$ cat src/rtl/dmarc_pkg.sv
//------------------------------------------------------------------------------
// shared constants and types of the request channel core
//------------------------------------------------------------------------------
package dmarc_pkg;

   // controller and channel counts
   localparam int DMARC_NCH_A  = 7;   // channels of the seven_channel_controller
   localparam int DMARC_NCH_B  = 5;   // channels of the five_channel_controller
   localparam int DMARC_NCH    = 12;  // all channels, controller a first
   localparam int DMARC_NCTL   = 2;
   localparam int DMARC_IDX_W  = 3;   // local channel index width
   // transfer counter
   localparam int              DMARC_CNT_W   = 16;
   localparam logic [15:0]     DMARC_CNT_MAX = 16'hFFFF;
   // request selection
   localparam int              DMARC_SEL_W   = 4;
   localparam int              DMARC_NSRC    = 16;
   localparam logic [3:0]      DMARC_SEL_FIX = 4'h0;   // fixed per-channel source group
   // priority level width, software levels 0 (low) to 3 (very high)
   localparam int              DMARC_PRI_W   = 2;
   // request holdoff after an acknowledge, covers the input synchroniser
   localparam int              DMARC_HOLD_W  = 2;
   localparam logic [1:0]      DMARC_HOLD_CYC = 2'h3;

   // transfer direction
   typedef enum logic [1:0] {
      DMARC_P2M,
      DMARC_M2P,
      DMARC_M2M
   } dmarc_dir_t;

   // controller state
   typedef enum logic {
      DMARC_IDLE,
      DMARC_BUSY
   } dmarc_st_t;

   // per-channel configuration
   typedef struct packed {
      logic                    en;
      logic                    circ;
      dmarc_dir_t              dir;
      logic [DMARC_PRI_W-1:0]  pri;
      logic [DMARC_SEL_W-1:0]  sel;   // request_select_code
      logic [DMARC_CNT_W-1:0]  count;
      logic                    ie_half;
      logic                    ie_done;
      logic                    ie_err;
   } dmarc_cfg_t;

   // per-channel event flags, same order as the enables above
   typedef struct packed {
      logic half;
      logic done;
      logic err;
   } dmarc_flags_t;

   // memory bus command of one controller
   typedef struct packed {
      logic                    req;
      logic [DMARC_IDX_W-1:0]  chan;
      dmarc_dir_t              dir;
   } dmarc_bus_t;

endpackage : dmarc_pkg
$ cat src/rtl/dmarc_arb.sv
`timescale 1ns/10ps
`default_nettype none
//------------------------------------------------------------------------------
// channel arbiter: highest software level, then lowest channel number
//------------------------------------------------------------------------------
module dmarc_arb #(
   parameter int N  = 7,
   parameter int PW = 2,
   parameter int IW = 3
) (
   // pending requests and their levels
   input  wire logic [N-1:0]         req,
   input  wire logic [N-1:0][PW-1:0] pri,
   // grant
   output logic                      gnt_vld,
   output logic [IW-1:0]             gnt_idx
);

   logic [PW-1:0] best_pri;

   // strict greater keeps the lower index on a tie
   always_comb begin
      gnt_vld  = 1'b0;
      gnt_idx  = '0;
      best_pri = '0;
      for (int i = 0; i < N; i++) begin
         if (req[i] && (!gnt_vld || pri[i] > best_pri)) begin
            gnt_vld  = 1'b1;
            gnt_idx  = IW'(i);
            best_pri = pri[i];
         end
      end
   end

endmodule : dmarc_arb
`default_nettype wire

$ cat src/rtl/dmarc_core.sv
`timescale 1ns/10ps
`default_nettype none
//------------------------------------------------------------------------------
//------------------------------------------------------------------------------
module dmarc_core (
   // clock and reset
   input  wire logic                                            sys_clk,
   input  wire logic                                            rstn,
   // channel configuration and software flag access
   input  wire dmarc_pkg::dmarc_cfg_t   [dmarc_pkg::DMARC_NCH-1:0] ch_cfg,
   input  wire dmarc_pkg::dmarc_flags_t [dmarc_pkg::DMARC_NCH-1:0] flag_set,
   input  wire dmarc_pkg::dmarc_flags_t [dmarc_pkg::DMARC_NCH-1:0] flag_clr,
   // request sources and acknowledges
   input  wire logic [dmarc_pkg::DMARC_NCH-1:0][dmarc_pkg::DMARC_NSRC-1:0] src_req,
   output logic [dmarc_pkg::DMARC_NCH-1:0]                      req_ack,
   // memory bus, one command port per controller
   output var dmarc_pkg::dmarc_bus_t [dmarc_pkg::DMARC_NCTL-1:0] bus_cmd,
   input  wire logic [dmarc_pkg::DMARC_NCTL-1:0]                bus_done,
   input  wire logic [dmarc_pkg::DMARC_NCTL-1:0]                bus_err,
   // channel status
   output var dmarc_pkg::dmarc_flags_t [dmarc_pkg::DMARC_NCH-1:0] ch_flags,
   output logic [dmarc_pkg::DMARC_NCH-1:0]                      ch_irq,
   output logic [dmarc_pkg::DMARC_NCH-1:0][dmarc_pkg::DMARC_CNT_W-1:0] ch_remain
);
   import dmarc_pkg::*;

   //---------------------------------------------------------------------------
   // state
   //---------------------------------------------------------------------------
   typedef struct packed {
      logic         [DMARC_NCH-1:0][DMARC_NSRC-1:0]   sync1;
      logic         [DMARC_NCH-1:0][DMARC_NSRC-1:0]   sync2;
      logic         [DMARC_NCH-1:0][DMARC_CNT_W-1:0]  rem;
      logic         [DMARC_NCH-1:0]                   armed;
      logic         [DMARC_NCH-1:0][DMARC_HOLD_W-1:0] hold;
      dmarc_flags_t [DMARC_NCH-1:0]                   flg;
      logic         [DMARC_NCH-1:0]                   ack;
      logic         [DMARC_NCH-1:0]                   irq;
      dmarc_st_t    [DMARC_NCTL-1:0]                  st;
      dmarc_bus_t   [DMARC_NCTL-1:0]                  bus;
   } dmarc_core_st_t;

   dmarc_core_st_t                              q;
   dmarc_core_st_t                              d;
   logic         [DMARC_NCH-1:0]                ch_req;
   logic         [DMARC_NCH-1:0][DMARC_PRI_W-1:0] pri_all;
   logic         [DMARC_NCTL-1:0]               arb_vld;
   logic         [DMARC_NCTL-1:0][DMARC_IDX_W-1:0] arb_idx;

   //---------------------------------------------------------------------------
   // channel request qualification
   //---------------------------------------------------------------------------
   // a channel asks only when armed, not drained and past its holdoff
   always_comb begin
      for (int i = 0; i < DMARC_NCH; i++) begin
         pri_all[i] = ch_cfg[i].pri;
         ch_req[i]  = ch_cfg[i].en && q.armed[i] && (q.rem[i] != '0)
                      && (q.hold[i] == '0)
                      && ((ch_cfg[i].dir == DMARC_M2M)
                          || q.sync2[i][ch_cfg[i].sel]);
      end
   end

   //---------------------------------------------------------------------------
   // one arbiter per controller
   //---------------------------------------------------------------------------
   for (genvar c = 0; c < DMARC_NCTL; c++) begin : g_ctl
      localparam int BASE = (c == 0) ? 0 : DMARC_NCH_A;
      localparam int NC   = (c == 0) ? DMARC_NCH_A : DMARC_NCH_B;
      dmarc_arb #(
         .N  (NC),
         .PW (DMARC_PRI_W),
         .IW (DMARC_IDX_W)
      ) u_arb (
         .req     (ch_req[BASE +: NC]),
         .pri     (pri_all[BASE +: NC]),
         .gnt_vld (arb_vld[c]),
         .gnt_idx (arb_idx[c])
      );
   end

   //---------------------------------------------------------------------------
   // next state
   //---------------------------------------------------------------------------
   always_comb begin
      int           base;
      int           ctl;
      logic [DMARC_CNT_W-1:0] nrem;
      logic         served;
      dmarc_flags_t hw;
      base   = 0;
      ctl    = 0;
      nrem   = '0;
      served = 1'b0;
      hw     = '0;
      d       = q;
      d.sync1 = src_req;
      d.sync2 = q.sync1;
      d.ack   = '0;

      // controller sequencing: one item in flight per controller
      for (int c = 0; c < DMARC_NCTL; c++) begin
         base = (c == 0) ? 0 : DMARC_NCH_A;
         case (q.st[c])
            DMARC_IDLE: begin
               if (arb_vld[c]) begin
                  d.st[c]       = DMARC_BUSY;
                  d.bus[c].chan = arb_idx[c];
                  d.bus[c].dir  = ch_cfg[base + int'(arb_idx[c])].dir;
               end
            end
            DMARC_BUSY: begin
               if (bus_done[c] || bus_err[c]) begin
                  d.st[c] = DMARC_IDLE;
               end
            end
            default: d.st[c] = DMARC_IDLE;
         endcase
         d.bus[c].req = (d.st[c] == DMARC_BUSY);
      end

      // per-channel counting, flags and interrupt
      for (int i = 0; i < DMARC_NCH; i++) begin
         ctl    = (i < DMARC_NCH_A) ? 0 : 1;
         base   = (ctl == 0) ? 0 : DMARC_NCH_A;
         hw     = '0;
         nrem   = q.rem[i] - 16'h1;
         served = (q.st[ctl] == DMARC_BUSY)
                  && (q.bus[ctl].chan == DMARC_IDX_W'(i - base));
         if (q.hold[i] != '0) begin
            d.hold[i] = q.hold[i] - 2'h1;
         end
         if (served && bus_err[ctl]) begin
            hw.err   = 1'b1;
            d.rem[i] = '0;                                               // stop the channel
         end else if (served && bus_done[ctl]) begin
            if (q.bus[ctl].dir != DMARC_M2M) begin
               d.ack[i]  = 1'b1;
               d.hold[i] = DMARC_HOLD_CYC;
            end
            if ((nrem == (ch_cfg[i].count >> 1)) && (nrem != '0)) begin
               hw.half = 1'b1;
            end
            if (nrem == '0) begin
               hw.done  = 1'b1;
               d.rem[i] = ch_cfg[i].circ ? ch_cfg[i].count : '0;
            end else begin
               d.rem[i] = nrem;
            end
         end
         // arming loads the programmed count, disabling drops it
         if (!ch_cfg[i].en) begin
            d.armed[i] = 1'b0;
            d.rem[i]   = '0;
         end else if (!q.armed[i]) begin
            d.armed[i] = 1'b1;
            d.rem[i]   = ch_cfg[i].count;
         end
         // set wins over clear, software set behaves as a hardware event
         d.flg[i] = dmarc_flags_t'((q.flg[i] & ~flag_clr[i]) | hw | flag_set[i]);
         d.irq[i] = |(d.flg[i] & {ch_cfg[i].ie_half, ch_cfg[i].ie_done,
                                  ch_cfg[i].ie_err});
      end
   end

   //---------------------------------------------------------------------------
   // state register
   //---------------------------------------------------------------------------
   always_ff @(posedge sys_clk or negedge rstn) begin
      if (!rstn) begin
         q <= '0;
      end else begin
         q <= d;
      end
   end

   // outputs straight from the state register
   assign req_ack   = q.ack;
   assign bus_cmd   = q.bus;
   assign ch_flags  = q.flg;
   assign ch_irq    = q.irq;
   assign ch_remain = q.rem;

   logic beaten0;
   logic done_ev0;
   logic err_ev0;

   // helper: a better request exists than the one granted on controller a
   always_comb begin
      beaten0 = 1'b0;
      for (int j = 0; j < DMARC_NCH_A; j++) begin
         if (ch_req[j] && ((pri_all[j] > pri_all[int'(arb_idx[0])])
             || ((pri_all[j] == pri_all[int'(arb_idx[0])]) && (j < int'(arb_idx[0]))))) begin
            beaten0 = 1'b1;
         end
      end
   end

   // helper: last item of channel 0 finishes cleanly
   assign done_ev0 = (q.st[0] == DMARC_BUSY) && (q.bus[0].chan == '0) && bus_done[0]
                     && !bus_err[0] && (q.rem[0] == 16'h1) && ch_cfg[0].en;

   // helper: an item of channel 0 ends in a bus error
   assign err_ev0 = (q.st[0] == DMARC_BUSY) && (q.bus[0].chan == '0) && bus_err[0];
endmodule : dmarc_core
`default_nettype wire

$ cat config.mk
export PLATFORM = sky130hd
export DESIGN_NAME = dmarc_core
export DESIGN_NICKNAME = d
export VERILOG_FILES = /design/src/rtl/dmarc_pkg.sv /design/src/rtl/dmarc_arb.sv /design/src/rtl/dmarc_core.sv
export SDC_FILE = /design/constraint.sdc
export NUM_CORES = 2
export LEC_CHECK = 0
export BUFFER_PORTS_ARGS = -buffer_cell sky130_fd_sc_hd__buf_2
export CAP_MARGIN = 10
export CORE_UTILIZATION = 30
export DETAILED_ROUTE_END_ITERATION = 10
export GPL_TIMING_DRIVEN = 0
export HOLD_SLACK_MARGIN = 0.03
export PLACE_DENSITY = 0.56
export RECOVER_POWER = 100
export SYNTH_ARGS = -nofsm -noshare
export SYNTH_HDL_FRONTEND = slang
export SYNTH_SLANG_ARGS = --single-unit
$ cat constraint.sdc
create_clock -name sys_clk -period 12.78 [get_ports sys_clk]
set_clock_uncertainty 0.1 [all_clocks]
set_input_delay 0 -clock sys_clk [delete_from_list [all_inputs] [get_ports sys_clk]]
set_output_delay 0 -clock sys_clk [all_outputs]
set_load 0.01 [all_outputs]
==> insert_results.sql <==
INSERT INTO impl_metrics (metric_group, metric, value, unit) VALUES
('run_status', 'status', 'finished with violations', ''),
('run_status', 'violated_checks', 'max-capacitance violations, max-slew violations', ''),
('yosys', 'synth-simple-area-share', '15.3', '%'),
('pwr', 'internal-power', '0.00494', 'W'),
('cts', 'post_cts_clock_slew_at_the_launch_and_capture_registers_of_the_worst_setup_and_hold_paths', '0.06', 'ns'),
('die', 'initial_core_util', '30.4', '%'),
('die', 'dieArea', '0.116', 'mm²'),
('pwr', 'p_seq_share', '34.4', '%'),
('yosys', 'adder_cell_share_of_the_synthesized_area', '1.64', '%'),
('route', 'dr.pass1.iters', '5', ''),
('route', 'drt_first_iter_violations', '1955', ''),
('yosys', 'edff_count_synth', '0', ''),
('yosys', 'mappedNetlistNets', '4001', ''),
('grt', 'gr-usage-all-layers', '24.2', '%'),
('job', 'timing.max_cap.violations', '7', ''),
('yosys', 'synth-xor-area-share', '8.41', '%'),
('final_layout', 'final_area', '0.0517', 'mm²'),
('worst_setup_path', 'cp.arrival', '12.48', 'ns'),
('final_layout', 'fraction_of_final_layout_cells_sized_beyond_drive_strength_1', '23.7', '%'),
('pwr', 'power.share.switching', '34.1', '%'),
('place', 'place_area', '0.0408', 'mm²'),
('sta', 'slew_limit_fails', '694', ''),
('yosys', 'postSynth.asyncResetShare', '100', '%'),
('sta', 'final_min_period_over_clock_period', '93.9', '%'),
('route', 'vias', '32983', ''),
('yosys', 'warning_count_from_the_yosys_run', '0', ''),
('yosys', 'netlist.area_leader.share', '49.8', '%'),
('worst_setup_path', 'timing.critical_path.to_type', 'flip-flop', ''),
('pwr', 'net-switching-power', '0.00256', 'W'),
('route', 'ant_nets', '0', ''),
('cts', 'ctsHtreeMaxLevel', '3', ''),
('sta', 'worst_pin_slew', '6.40', 'ns'),
('yosys', 'yosys.cell_types.count', '81', ''),
('sta', 'report.final.setup_viol', '0', ''),
('sta', 'timing.fmax', '83.3', 'MHz'),
('sta', 'relative_slew_margins', '-327', '%'),
('pwr', 'p_leak', '23.3', 'nW'),
('grt', 'grt_pass1_wl', '214000', 'µm'),
('route', 'drc', '0', ''),
('grt', 'overflow_left_after_global_routing', '0', ''),
('yosys', 'synth_top_area_cell', 'dfrtp_1', ''),
('worst_setup_path', 'cp.required', '13.26', 'ns'),
('sta', 'grt_setup_unrepaired', 'false', ''),
('worst_setup_path', 'cp_max_stage_delay', '0.61', 'ns'),
('worst_setup_path', 'path_buf_inv', '8', ''),
('cts', 'cts_num_sinks', '684', ''),
('cts', 'cts_inserted_buffers', '80', ''),
('place', 'detailed_place_hpwl', '108000', 'µm'),
('yosys', 'postSynth.topFlopCell', 'dfrtp_1', ''),
('die', 'placeableCoreArea', '0.113', 'mm²'),
('final_layout', 'nets', '5805', ''),
('worst_setup_path', 'largest_fanout_on_the_critical_path', '9', ''),
('worst_setup_path', 'critPathKind', 'flip-flop to flip-flop', ''),
('yosys', 'yosys_register_bits', '684', ''),
('yosys', 'proportion_of_synthesized_area_in_mux_cells', '4.44', '%'),
('die', 'rows', '123', ''),
('sta', 'finalHoldWorstSlack', '0.0804', 'ns'),
('cts', 'tritoncts', 'done', ''),
('final_layout', 'most-common-layout-cells', 'dlygate4sd3_1 (834), buf_2 (756), dfrtp_1 (684)', ''),
('yosys', 'synth_compound_area_share', '12.3', '%'),
('worst_setup_path', 'critPathTopFamily', 'compound AO/OA/AOI/OAI gates', ''),
('die', 'floorplan.io_pins', '882', ''),
('grt', 'vias_in_the_first_global_route', '34722', ''),
('pwr', 'power_density', '145', 'mW/mm²'),
('grt', 'grt_start_max_net_pins', '130', ''),
('worst_setup_path', 'reg2reg_slack', '0.78', 'ns'),
('pwr', 'combinationalPowerShare', '32.7', '%'),
('pwr', 'share_clk_of_total_power', '32.9', '%'),
('place', 'io_buffer_count', '878', ''),
('cts', 'clock_buffer_depth', '3', ''),
('place', 'routabilityCongestion', '0.937', '');
-- what timing repair did --
item                                   4_1_cts  5_1_grt
hold buffers                               835        0
endpoints found under the hold margin      804        0
setup buffers                                0        2
gates resized for setup                      0        6
setup endpoints to repair                    0        2
-- state kept, by name (all words and copies together) (netlist names) --
name and flops:
ch_remain 192, ch_irq 12, req_ack 12, bus_cmd 12, d 192, ch_flags 36
q 228
-- cells by family (layout without fill, tap and decap cells) --
logic type / count (synthesis) / in the layout
AO/OA/AOI/OAI: 686 / 686
buffers and inverters: 478 / 2348
AND/OR/NAND/NOR: 1031 / 1031
XOR/XNOR: 325 / 325
flip-flops: 684 / 684
multiplexers: 89 / 89
other: 0 / 32
adder cells (fa/ha/maj): 45 / 45
-- through the flow --
stage	total power (W)	setup TNS (ns)	instances	worst slack, ns
finish	0.00750	0	6740	0.776
global route	0.00790	0	6727	0.00351
CTS	0.00757	0	6706	0.185
detailed placement	0.00479	0	5723	1.50
global placement	0.00478	-2160.27	5716	-3.37
floorplan	0.00398	0	3338	3.21
-- routing by layer --
metal | wire, µm | track usage, %
met2 | 70000 | 41.6
met1 | 55700 | 29.0
met3 | 10400 | 5.11
met4 | 6530 | 11.2
met5 | 150 | 0
-- synthesized netlist by cell type (all sizes together), types with 29 or more instances --
cell    instances
ha             45
mux4           49
nor2b          35
nor3          102
or4            52
dfrtp         684
inv           122
mux2i          29
clkbuf         88
nand3          50
buf           268
nand2         315
o21ai         261
a22oi          79
a21oi         163
nand4          39
xnor2         191
nor2          179
xor2          131
nor4           75
-- worst paths after layout --
kind                            cells after the start                         end                startpoint
worst max-delay path                               48      bus_cmd[0]$_DFFE_PN0P_  ch_remain[0]$_DFFE_PN0P_
worst min-delay path                                8      bus_cmd[4]$_DFFE_PN0P_               ch_cfg[140]
worst max register to register                     48      bus_cmd[0]$_DFFE_PN0P_  ch_remain[0]$_DFFE_PN0P_
max in group asynchronous                           5  ch_remain[191]$_DFFE_PN0P_                      rstn
min in group asynchronous                           4            q[309]$_DFF_PN0_                      rstn
worst min register to register                      0            q[405]$_DFF_PN0_          d[405]$_DFF_PN0_
-- power by group through the flow --
stage | Combinational, W | Clock [W] | Sequential, W
after global routing | 0.00268 | 0.00262 | 0.00261
after floorplan | 0.00145 | 0 | 0.00253
final | 0.00245 | 0.00247 | 0.00258
after global placement | 0.00217 | 0 | 0.00261
after detailed placement | 0.00218 | 0 | 0.00261
after CTS | 0.00247 | 0.00253 | 0.00257
-- worst min-delay path, delay by kind of cell --
kind	cells	cell delay, ns
and+or+nand+nor	3	0.29
buffers and inverters	2	0.19
adders and majority gates	1	0.14
AOI/OAI and AO/OA	2	0.16
-- final cells by class --
class / count / area, µm²
Inverter: 122 / 458
Timing Repair Buffer: 1722 / 12700
Clock buffer: 101 / 2220
Multi-Input combinational cell: 2176 / 14400
Sequential cell: 684 / 17100
Antenna cell: 32 / 80.1
Tap cell: 1500 / 1880
Clock inverter: 47 / 624
Buffer: 356 / 2230
Fill cell: 10744 / 61300
Power figures use the tool's default switching activity.
